==> src/verilog/ccd_pkg.sv <==
// constants, fields and opcode encodings for the clear/call/decrement core
package ccd_pkg;

  // ************************************************************
  // widths
  // ************************************************************
  localparam int unsigned DATA_W    = 16;
  localparam int unsigned ADDR_W    = 4;
  localparam int unsigned PC_W      = 15;
  localparam int unsigned FILE_AW   = 7;
  localparam int unsigned BYTE_W    = 8;
  localparam int unsigned LATCH_W   = 7;
  localparam int unsigned STACK_D   = 16;
  localparam int unsigned WDT_W     = 8;
  localparam int unsigned PRESC_W   = 8;
  localparam int unsigned CYC_W     = 16;

  // ************************************************************
  // register indices on the plain port
  // ************************************************************
  localparam logic [3:0] REG_INSTR     = 4'h0;
  localparam logic [3:0] REG_WORK      = 4'h1;
  localparam logic [3:0] REG_STATUS    = 4'h2;
  localparam logic [3:0] REG_PC        = 4'h3;
  localparam logic [3:0] REG_LATCH     = 4'h4;
  localparam logic [3:0] REG_STACK_TOP = 4'h5;
  localparam logic [3:0] REG_WDT       = 4'h6;
  localparam logic [3:0] REG_CYCLES    = 4'h7;
  localparam logic [3:0] REG_FILE_ADDR = 4'h8;
  localparam logic [3:0] REG_FILE_DATA = 4'h9;

  // ************************************************************
  // instruction word fields
  // ************************************************************
  localparam int unsigned INSTR_OP_LSB = 8;
  localparam int unsigned INSTR_D_BIT  = 7;

  // ************************************************************
  // status bit positions
  // ************************************************************
  localparam int unsigned ST_ZERO = 0;
  localparam int unsigned ST_TO   = 1;
  localparam int unsigned ST_PD   = 2;
  localparam int unsigned ST_BUSY = 3;

  // ************************************************************
  // reset values and counts
  // ************************************************************
  localparam logic [7:0]  WDT_CLEAR_VALUE = 8'h00;
  localparam logic [7:0]  ZERO_BYTE       = 8'h00;
  localparam logic [14:0] PC_RESET        = 15'h0000;
  localparam logic [14:0] PC_STEP         = 15'h0001;
  localparam logic [14:0] PC_SKIP_STEP    = 15'h0002;
  localparam int unsigned TWO_CYCLE_EXTRA = 1;

  typedef enum logic [2:0] {
    no_operation           = 3'h0,
    watchdog_clear_op      = 3'h1,
    call_via_working_op    = 3'h2,
    complement_file_op     = 3'h3,
    clear_file_op          = 3'h4,
    decrement_file_op      = 3'h5,
    clear_working_op       = 3'h6,
    decrement_skip_zero_op = 3'h7
  } ccd_op_t;

endpackage : ccd_pkg

==> src/verilog/ccd_file_regs.sv <==
// file register space: one write port, one asynchronous read port
`timescale 1ns/1ps
`default_nettype none
module ccd_file_regs #(
  parameter int unsigned AW = 7,
  parameter int unsigned DW = 8
) (
  input  wire logic          clk,
  input  wire logic          wr_en,
  input  wire logic [AW-1:0] wr_addr,
  input  wire logic [DW-1:0] wr_data,
  input  wire logic [AW-1:0] rd_addr,
  output logic      [DW-1:0] rd_data
);

  // contents are undefined after reset, as in the real data memory
  logic [DW-1:0] mem [2**AW];

  always_ff @(posedge clk) begin
    if (wr_en) begin
      mem[wr_addr] <= wr_data;
    end
  end

  assign rd_data = mem[rd_addr];

endmodule : ccd_file_regs
`default_nettype wire

==> src/verilog/ccd_return_stack.sv <==
// circular return address stack; overflow wraps over the oldest entry
`timescale 1ns/1ps
`default_nettype none
module ccd_return_stack #(
  parameter int unsigned DEPTH = 16,
  parameter int unsigned AW    = 15
) (
  input  wire logic          clk,
  input  wire logic          resetn,
  input  wire logic          push,
  input  wire logic [AW-1:0] push_addr,
  output logic      [AW-1:0] top
);

  logic [AW-1:0]            entry [DEPTH];
  logic [$clog2(DEPTH)-1:0] ptr;

  // ptr points at the current top entry
  always_ff @(posedge clk) begin
    if (!resetn) begin
      ptr <= '0;
    end else if (push) begin
      ptr <= ptr + 1'b1;
    end
  end

  always_ff @(posedge clk) begin
    if (push) begin
      entry[ptr + 1'b1] <= push_addr;
    end
  end

  assign top = entry[ptr];

endmodule : ccd_return_stack
`default_nettype wire

==> src/verilog/ccd_exec.sv <==
// execution core for the clear, call and decrement instruction group
//
// Behaviour
// - watchdog clear op resets the watchdog counter to zero
// - watchdog clear op also clears the watchdog prescaler
// - watchdog clear op sets timeout flag and power down flag
// - call via working op pushes program counter plus one onto stack
// - call loads working into pc low, latch low seven bits into pc high
// - call via working op takes two instruction cycles
// - complement writes inverted file value to working or file by d
// - clear file op writes zero to file register, sets zero flag
// - decrement writes file minus one to working or file by d
// - clear working op writes zero to working, sets zero flag
// - decrement skip writes result; zero result skips next, two cycles
`timescale 1ns/1ps
`default_nettype none
module ccd_exec #(
  parameter int unsigned STACK_DEPTH = ccd_pkg::STACK_D,
  parameter int unsigned PRESC_BITS  = ccd_pkg::PRESC_W
) (
  input  wire logic                         clk,
  input  wire logic                         resetn,
  input  wire logic [ccd_pkg::ADDR_W-1:0]   reg_addr,
  input  wire logic [ccd_pkg::DATA_W-1:0]   reg_wdata,
  input  wire logic                         reg_wr,
  input  wire logic                         reg_rd,
  output logic      [ccd_pkg::DATA_W-1:0]   reg_rdata,
  output logic                              watchdog_expired
);
  import ccd_pkg::*;

  // ************************************************************
  // state
  // ************************************************************
  logic [BYTE_W-1:0]   working;
  logic [PC_W-1:0]     pc;
  logic [LATCH_W-1:0]  program_counter_high_latch;
  logic                zero_flag;
  logic                timeout_flag;
  logic                power_down_flag;
  logic                busy;
  logic [WDT_W-1:0]    watchdog_counter;
  logic [PRESC_BITS-1:0] watchdog_prescaler;
  logic [CYC_W-1:0]    cycles;
  logic [FILE_AW-1:0]  file_addr;

  // ************************************************************
  // decode of the issued instruction
  // ************************************************************
  function automatic logic is_write(input logic [ADDR_W-1:0] a,
                                    input logic [ADDR_W-1:0] r);
    return reg_wr && (a == r);
  endfunction : is_write

  logic              issue;
  ccd_op_t           op;
  logic              dest_file;
  logic [FILE_AW-1:0] op_file;
  logic [BYTE_W-1:0] file_value;
  logic [BYTE_W-1:0] result;
  logic              result_zero;
  logic              writes_result;
  logic              skip_taken;

  // an issue while the second cycle of a two-cycle op runs is dropped
  assign issue     = is_write(reg_addr, REG_INSTR) && !busy;
  assign op        = ccd_op_t'(reg_wdata[INSTR_OP_LSB +: 3]);
  assign dest_file = reg_wdata[INSTR_D_BIT];
  assign op_file   = reg_wdata[FILE_AW-1:0];

  // ************************************************************
  // result path
  // ************************************************************
  always_comb begin
    result        = ZERO_BYTE;
    writes_result = 1'b0;
    unique case (op)
      complement_file_op: begin
        result        = ~file_value;
        writes_result = 1'b1;
      end
      decrement_file_op, decrement_skip_zero_op: begin
        result        = file_value - 8'h01;
        writes_result = 1'b1;
      end
      clear_file_op, clear_working_op: begin
        result        = ZERO_BYTE;
        writes_result = 1'b1;
      end
      no_operation, watchdog_clear_op, call_via_working_op: begin
        result        = ZERO_BYTE;
        writes_result = 1'b0;
      end
    endcase
  end

  assign result_zero = (result == ZERO_BYTE);
  assign skip_taken  = issue && (op == decrement_skip_zero_op)
                       && result_zero;

  // ************************************************************
  // file register space
  // ************************************************************
  logic              file_wr;
  logic [FILE_AW-1:0] file_wr_addr;
  logic [BYTE_W-1:0] file_wr_data;
  logic [FILE_AW-1:0] file_rd_addr;

  // clear file always targets the file, the d bit is not used there
  always_comb begin
    file_wr      = 1'b0;
    file_wr_addr = file_addr;
    file_wr_data = reg_wdata[BYTE_W-1:0];
    if (issue && writes_result) begin
      file_wr_addr = op_file;
      file_wr_data = result;
      file_wr      = (op == clear_file_op)
                     || (dest_file && op != clear_working_op);
    end else if (is_write(reg_addr, REG_FILE_DATA)) begin
      file_wr = 1'b1;
    end
  end

  // the operand is read in the issue cycle, the bus view otherwise
  assign file_rd_addr = is_write(reg_addr, REG_INSTR) ? op_file : file_addr;

  ccd_file_regs #(
    .AW (FILE_AW),
    .DW (BYTE_W)
  ) u_file_regs (
    .clk     (clk),
    .wr_en   (file_wr),
    .wr_addr (file_wr_addr),
    .wr_data (file_wr_data),
    .rd_addr (file_rd_addr),
    .rd_data (file_value)
  );

  // ************************************************************
  // return stack
  // ************************************************************
  logic            push;
  logic [PC_W-1:0] return_stack_top;

  assign push = issue && (op == call_via_working_op);

  // pc + 1 is the address of the instruction after the call
  ccd_return_stack #(
    .DEPTH (STACK_DEPTH),
    .AW    (PC_W)
  ) u_return_stack (
    .clk       (clk),
    .resetn    (resetn),
    .push      (push),
    .push_addr (pc + PC_STEP),
    .top       (return_stack_top)
  );

  // ************************************************************
  // working register
  // ************************************************************
  // clear working ignores d; clear file never touches working
  always_ff @(posedge clk) begin
    if (!resetn) begin
      working <= ZERO_BYTE;
    end else if (issue && op == clear_working_op) begin
      working <= ZERO_BYTE;
    end else if (issue && writes_result && !dest_file
                 && op != clear_file_op) begin
      working <= result;
    end else if (is_write(reg_addr, REG_WORK)) begin
      working <= reg_wdata[BYTE_W-1:0];
    end
  end

  // ************************************************************
  // program counter and latch
  // ************************************************************
  always_ff @(posedge clk) begin
    if (!resetn) begin
      pc <= PC_RESET;
    end else if (push) begin
      pc <= {program_counter_high_latch, working};
    end else if (skip_taken) begin
      pc <= pc + PC_SKIP_STEP;
    end else if (issue) begin
      pc <= pc + PC_STEP;
    end else if (is_write(reg_addr, REG_PC)) begin
      pc <= reg_wdata[PC_W-1:0];
    end
  end

  always_ff @(posedge clk) begin
    if (!resetn) begin
      program_counter_high_latch <= '0;
    end else if (is_write(reg_addr, REG_LATCH)) begin
      program_counter_high_latch <= reg_wdata[LATCH_W-1:0];
    end
  end

  // ************************************************************
  // two-cycle timing
  // ************************************************************
  // the second cycle is an internal no-operation; issues are refused
  always_ff @(posedge clk) begin
    if (!resetn) begin
      busy <= 1'b0;
    end else begin
      busy <= push || skip_taken;
    end
  end

  // busy cycles count too, so a two-cycle op shows up as two
  always_ff @(posedge clk) begin
    if (!resetn) begin
      cycles <= '0;
    end else if (issue || busy) begin
      cycles <= cycles + 1'b1;
    end
  end

  // ************************************************************
  // status flags
  // ************************************************************
  always_ff @(posedge clk) begin
    if (!resetn) begin
      zero_flag <= 1'b0;
    end else if (issue && (op == clear_file_op
                           || op == clear_working_op)) begin
      zero_flag <= 1'b1;
    end else if (issue && (op == complement_file_op
                           || op == decrement_file_op)) begin
      zero_flag <= result_zero;
    end else if (is_write(reg_addr, REG_STATUS)) begin
      zero_flag <= reg_wdata[ST_ZERO];
    end
    // skip and call leave the flag alone
  end

  logic wdt_clear;
  logic wdt_tick;
  logic wdt_wrap;

  assign wdt_clear = issue && (op == watchdog_clear_op);
  assign wdt_tick  = &watchdog_prescaler;
  assign wdt_wrap  = wdt_tick && (&watchdog_counter);

  // the clear op wins over a timeout in the same cycle
  always_ff @(posedge clk) begin
    if (!resetn) begin
      timeout_flag    <= 1'b1;
      power_down_flag <= 1'b1;
    end else if (wdt_clear) begin
      timeout_flag    <= 1'b1;
      power_down_flag <= 1'b1;
    end else if (wdt_wrap) begin
      timeout_flag    <= 1'b0;
    end
  end

  // ************************************************************
  // watchdog counter and prescaler
  // ************************************************************
  always_ff @(posedge clk) begin
    if (!resetn) begin
      watchdog_prescaler <= '0;
    end else if (wdt_clear) begin
      watchdog_prescaler <= '0;
    end else begin
      watchdog_prescaler <= watchdog_prescaler + 1'b1;
    end
  end

  always_ff @(posedge clk) begin
    if (!resetn) begin
      watchdog_counter <= WDT_CLEAR_VALUE;
    end else if (wdt_clear) begin
      watchdog_counter <= WDT_CLEAR_VALUE;
    end else if (wdt_tick) begin
      watchdog_counter <= watchdog_counter + 1'b1;
    end
  end

  always_ff @(posedge clk) begin
    if (!resetn) begin
      watchdog_expired <= 1'b0;
    end else begin
      watchdog_expired <= wdt_wrap && !wdt_clear;
    end
  end

  // ************************************************************
  // file address pointer for bus access
  // ************************************************************
  always_ff @(posedge clk) begin
    if (!resetn) begin
      file_addr <= '0;
    end else if (is_write(reg_addr, REG_FILE_ADDR)) begin
      file_addr <= reg_wdata[FILE_AW-1:0];
    end
  end

  // ************************************************************
  // read port
  // ************************************************************
  // instruction index and unmapped indices read as zero
  logic [DATA_W-1:0] read_mux;

  always_comb begin
    read_mux = '0;
    unique case (reg_addr)
      REG_WORK:      read_mux[BYTE_W-1:0] = working;
      REG_STATUS: begin
        read_mux[ST_ZERO] = zero_flag;
        read_mux[ST_TO]   = timeout_flag;
        read_mux[ST_PD]   = power_down_flag;
        read_mux[ST_BUSY] = busy;
      end
      REG_PC:        read_mux[PC_W-1:0] = pc;
      REG_LATCH:     read_mux[LATCH_W-1:0] = program_counter_high_latch;
      REG_STACK_TOP: read_mux[PC_W-1:0] = return_stack_top;
      REG_WDT:       read_mux[WDT_W-1:0] = watchdog_counter;
      REG_CYCLES:    read_mux = cycles;
      REG_FILE_ADDR: read_mux[FILE_AW-1:0] = file_addr;
      REG_FILE_DATA: read_mux[BYTE_W-1:0] = file_value;
      default:       read_mux = '0;
    endcase
  end

  // data stand for exactly the cycle after the read strobe
  always_ff @(posedge clk) begin
    if (!resetn) begin
      reg_rdata <= '0;
    end else if (reg_rd) begin
      reg_rdata <= read_mux;
    end else begin
      reg_rdata <= '0;
    end
  end

endmodule : ccd_exec
`default_nettype wire

==> config.mk <==
export PLATFORM = sky130hd
export DESIGN_NAME = ccd_exec
export DESIGN_NICKNAME = d
export VERILOG_FILES = /design/src/verilog/ccd_pkg.sv /design/src/verilog/ccd_file_regs.sv /design/src/verilog/ccd_return_stack.sv /design/src/verilog/ccd_exec.sv
export SDC_FILE = /design/constraint.sdc
export NUM_CORES = 2
export LEC_CHECK = 0
export ABC_AREA = 1
export BUFFER_PORTS_ARGS = -buffer_cell sky130_fd_sc_hd__buf_2
export CORE_ASPECT_RATIO = 1.25
export CORE_MARGIN = 3
export CORE_UTILIZATION = 63
export DETAILED_ROUTE_END_ITERATION = 10
export PLACE_DENSITY = 0.79
export SYNTH_ARGS = -nofsm -noshare
export SYNTH_HDL_FRONTEND = slang
export SYNTH_HIERARCHICAL = 1
export SYNTH_SLANG_ARGS = --single-unit
==> constraint.sdc <==
create_clock -name clk -period 12.55 [get_ports clk]
set_clock_uncertainty 0.2 [all_clocks]
set_input_delay 0.6275 -clock clk [delete_from_list [all_inputs] [get_ports clk]]
set_output_delay 0.6275 -clock clk [all_outputs]
set_load 0.005 [all_outputs]
==> impl_results.md <==
* Area Growth Syn to Fin at 8.087%
* Critical Path End Type: flop
* Final net count at 5404
* Crit Path Class: input pin to flop
* Htree depth at 4
* Initial antenna violation count at 9
* Fmax at 141.6 MHz
* DP Wirelength at about 82000 um
* Fillers at 6082
* Clk_lat worst skew at 0.75 ns
* Syn nets at 5480
* Status: finished, final reports clean
* Die ar. at 95870 um^2
* Core area at 90650 um^2
* GR Util All Layers at 0.2957
* Leak pwr at 0.02307 uW
* Final Non-Filler Cells at between 6000 and 7000
* Syn_area_per_cell at 10.66 um^2
* Initial DRT Pass Iterations at 7
* Die Y at 345.4 um
* Vias in the first global route at 38280
* Postcts setup bufs at 0
* Syn Std Cell Area at 58070 um^2
* Maximum clock path buffer count at 3
* Crit start category: input pin
* First-pass GRT wire length at 219000 um
* Syn Inst Count at 5445
* Placed insts at 6423
* Site row count at 123
* Min Tclk post-route at 7.062 ns
* Cts repair resizes at 0
* Via Count at between 40000 and 50000
* Final wirelength at approximately 140000 um
* Post-synth EDFFs at 1264
* Final Max Slew Viols at 0
* Register area share after synthesis at 0.6871
* Worst hold slack at between 0.04 and 0.05 ns
* RSZ-0062 raised after global routing: false
* Power per cell area at 143.9 nW/um^2
* Final setup fails at 0
* Antenna Nets Post-Route at 0
* Via/cell ratio at 6.041
* Root buffer cell: clkbuf_16
* Worst-Margin Slew at 1.286 ns
* Clk slew on worst S/H paths at ~0.060 ns
* Setup TNS at 0 ns
* Yosys warns at 6
* Final period util at 0.5627
* Total CTS buffers at 130
* Routability cong. at 0.9408
* Worst hold path type: input pin to flop
* CP Data Arrival Time at 7.25 ns
* Worst path required time at 12.74 ns
* MaxCap Viol Count at 0
* Top-Level Pins at 41
* Initial Utilization at 0.6406
* Share of flip-flops with an asynchronous set or reset at 0
* IO buf count at 39
* Max-slew headroom at 0.1418
* Flops & latches, synth at approximately 1400
* Main synth FF type: edfxtp_1
* CTS tree: built
* Hold Vio Cnt, Final at 0
* DRC at 0
* Routed len/inst at roughly 22 um
* Leading cell type in the layout, fill and taps excluded: nand2_1
* Die W at 277.5 um
* Fraction of layout cells with a size suffix above 1 at 0.06156
* Hold buffer count at cts at 1
* Sink Count at 1361
* Worst Path Max Fanout at 191
* Drt initial violations at 5422
* Max VDD drop at ~130 uV
* Unique masters post-synth at 45
* Largest net degree at the start of global routing at 198
* Grt total ovfl at 0
* Commonest non-fill, non-tap cells in the layout: nand2_1 (1727), edfxtp_1 (1264), nand3_1 (1164)
-- layer usage --
metal	GRT usage	vias to the layer above	wire length, um
met5	0	-	0
met4	0.1433	0	6909
met3	0.04861	407	14730
met2	0.4759	2344	69310
met1	0.3967	19030	52970
li1	-	18510	-
-- registers in the layout, indices dropped and copies added, names as in the netlist, 8 cells and up, named ones only --
register	flops
cycles	16
pc	15
reg_rdata	16
u_file_regs/mem	1024
u_return_stack/entry	240
watchdog_counter	8
watchdog_prescaler	8
working	8
-- worst paths after layout --
| kind | end | slack, ns | start | cells past startpoint |
|---|---|---|---|---|
| setup reg to reg | u_file_regs/mem[119][2] | 5.72 | file_addr[0] | 24 |
| hold / removal | working[1] | 0.05 | reg_wdata[1] | 3 |
| hold reg to reg | watchdog_prescaler[0] | 0.25 | watchdog_prescaler[0] | 1 |
| setup / recovery | u_file_regs/mem[119][2] | 5.49 | reg_addr[1] | 26 |
-- power by group --
group | internal, uW | total (uW) | leakage, uW | switching [uW]
sequential | 4960 | 4970 | 0.0120 | 5.44
clock | 2060 | 3680 | 0.00194 | 1620
combinational | 83.3 | 384 | 0.00915 | 300
-- worst max-delay path, stage by stage --
cell and delay, ns:
buf_2 0.15, nor2_4 0.16, nand3_4 0.30, o21ai_4 0.22, buf_4 0.77, buf_12 0.61, buf_12 0.68, nand2_1 0.12
nand3_1 0.13, nand3_1 0.08, nand3_1 0.18, nand2_1 0.08, nand2_1 0.12, nand3_1 0.12, nand2_1 0.19, nand2_1 0.08
nand2_1 0.15, inv_1 0.10, ha_1 0.25, nand2_1 0.09, nand3_1 0.10, nand2_1 0.10, nand2_1 0.09, o21ai_4 0.10
buf_4 0.55, buf_4 0.85
-- logic make-up after synthesis --
group / after synthesis / share of synthesized area
AO/OA/AOI/OAI: 205 / 0.01976
adder cells (fa/ha/maj): 11 / 0.002370
multiplexers: 1 / 0.0001724
buffers and inverters: 656 / 0.05178
XOR/XNOR: 25 / 0.003771
flip-flops: 1361 / 0.6871
AND/OR/NAND/NOR: 3186 / 0.2351
-- cells in the mapped netlist, drive strengths merged, types with 11 or more instances --
library cell | count | area [um^2]
a21oi | 67 | 339.1
buf | 246 | 1460
clkbuf | 60 | 225.2
dfxtp | 97 | 1942
edfxtp | 1264 | 37960
ha | 11 | 137.6
inv | 346 | 1306
nand2 | 1734 | 6541
nand3 | 1166 | 5861
nand4 | 19 | 118.9
nor2 | 242 | 988.5
nor3 | 22 | 121.4
o21ai | 91 | 455.4
o22ai | 12 | 75.07
xor2 | 22 | 192.7
-- cell type report --
type / instances / area [um^2] / share of cell area
Sequential cell: 1361 / 39900 / 0.6358
Multi-Input combinational cell: 3428 / 15340 / 0.2444
Clock buffer: 184 / 3581 / 0.05705
Tap cell: 1187 / 1485 / 0.02366
Inverter: 350 / 1341 / 0.02137
Timing Repair Buffer: 98 / 690.7 / 0.01100
Clock inverter: 53 / 400.4 / 0.006379
Antenna cell: 8 / 20.02 / 0.0003190
-- per-stage QoR --
step / total power [uW] / util / cell area (um^2) / worst slack [ns]
after floorplan: 5323 / - / 58070 / 3.533
after global routing: 9268 / 0.6924 / 62760 / 5.133
final: 9031 / 0.6924 / 62760 / 5.488
after global placement: 5426 / 0.6482 / 58750 / 5.001
after detailed placement: 5434 / 0.6482 / 58750 / 4.916
after CTS: 9053 / 0.6922 / 62740 / 5.672
No activity file was read; power rests on OpenSTA's default activity.
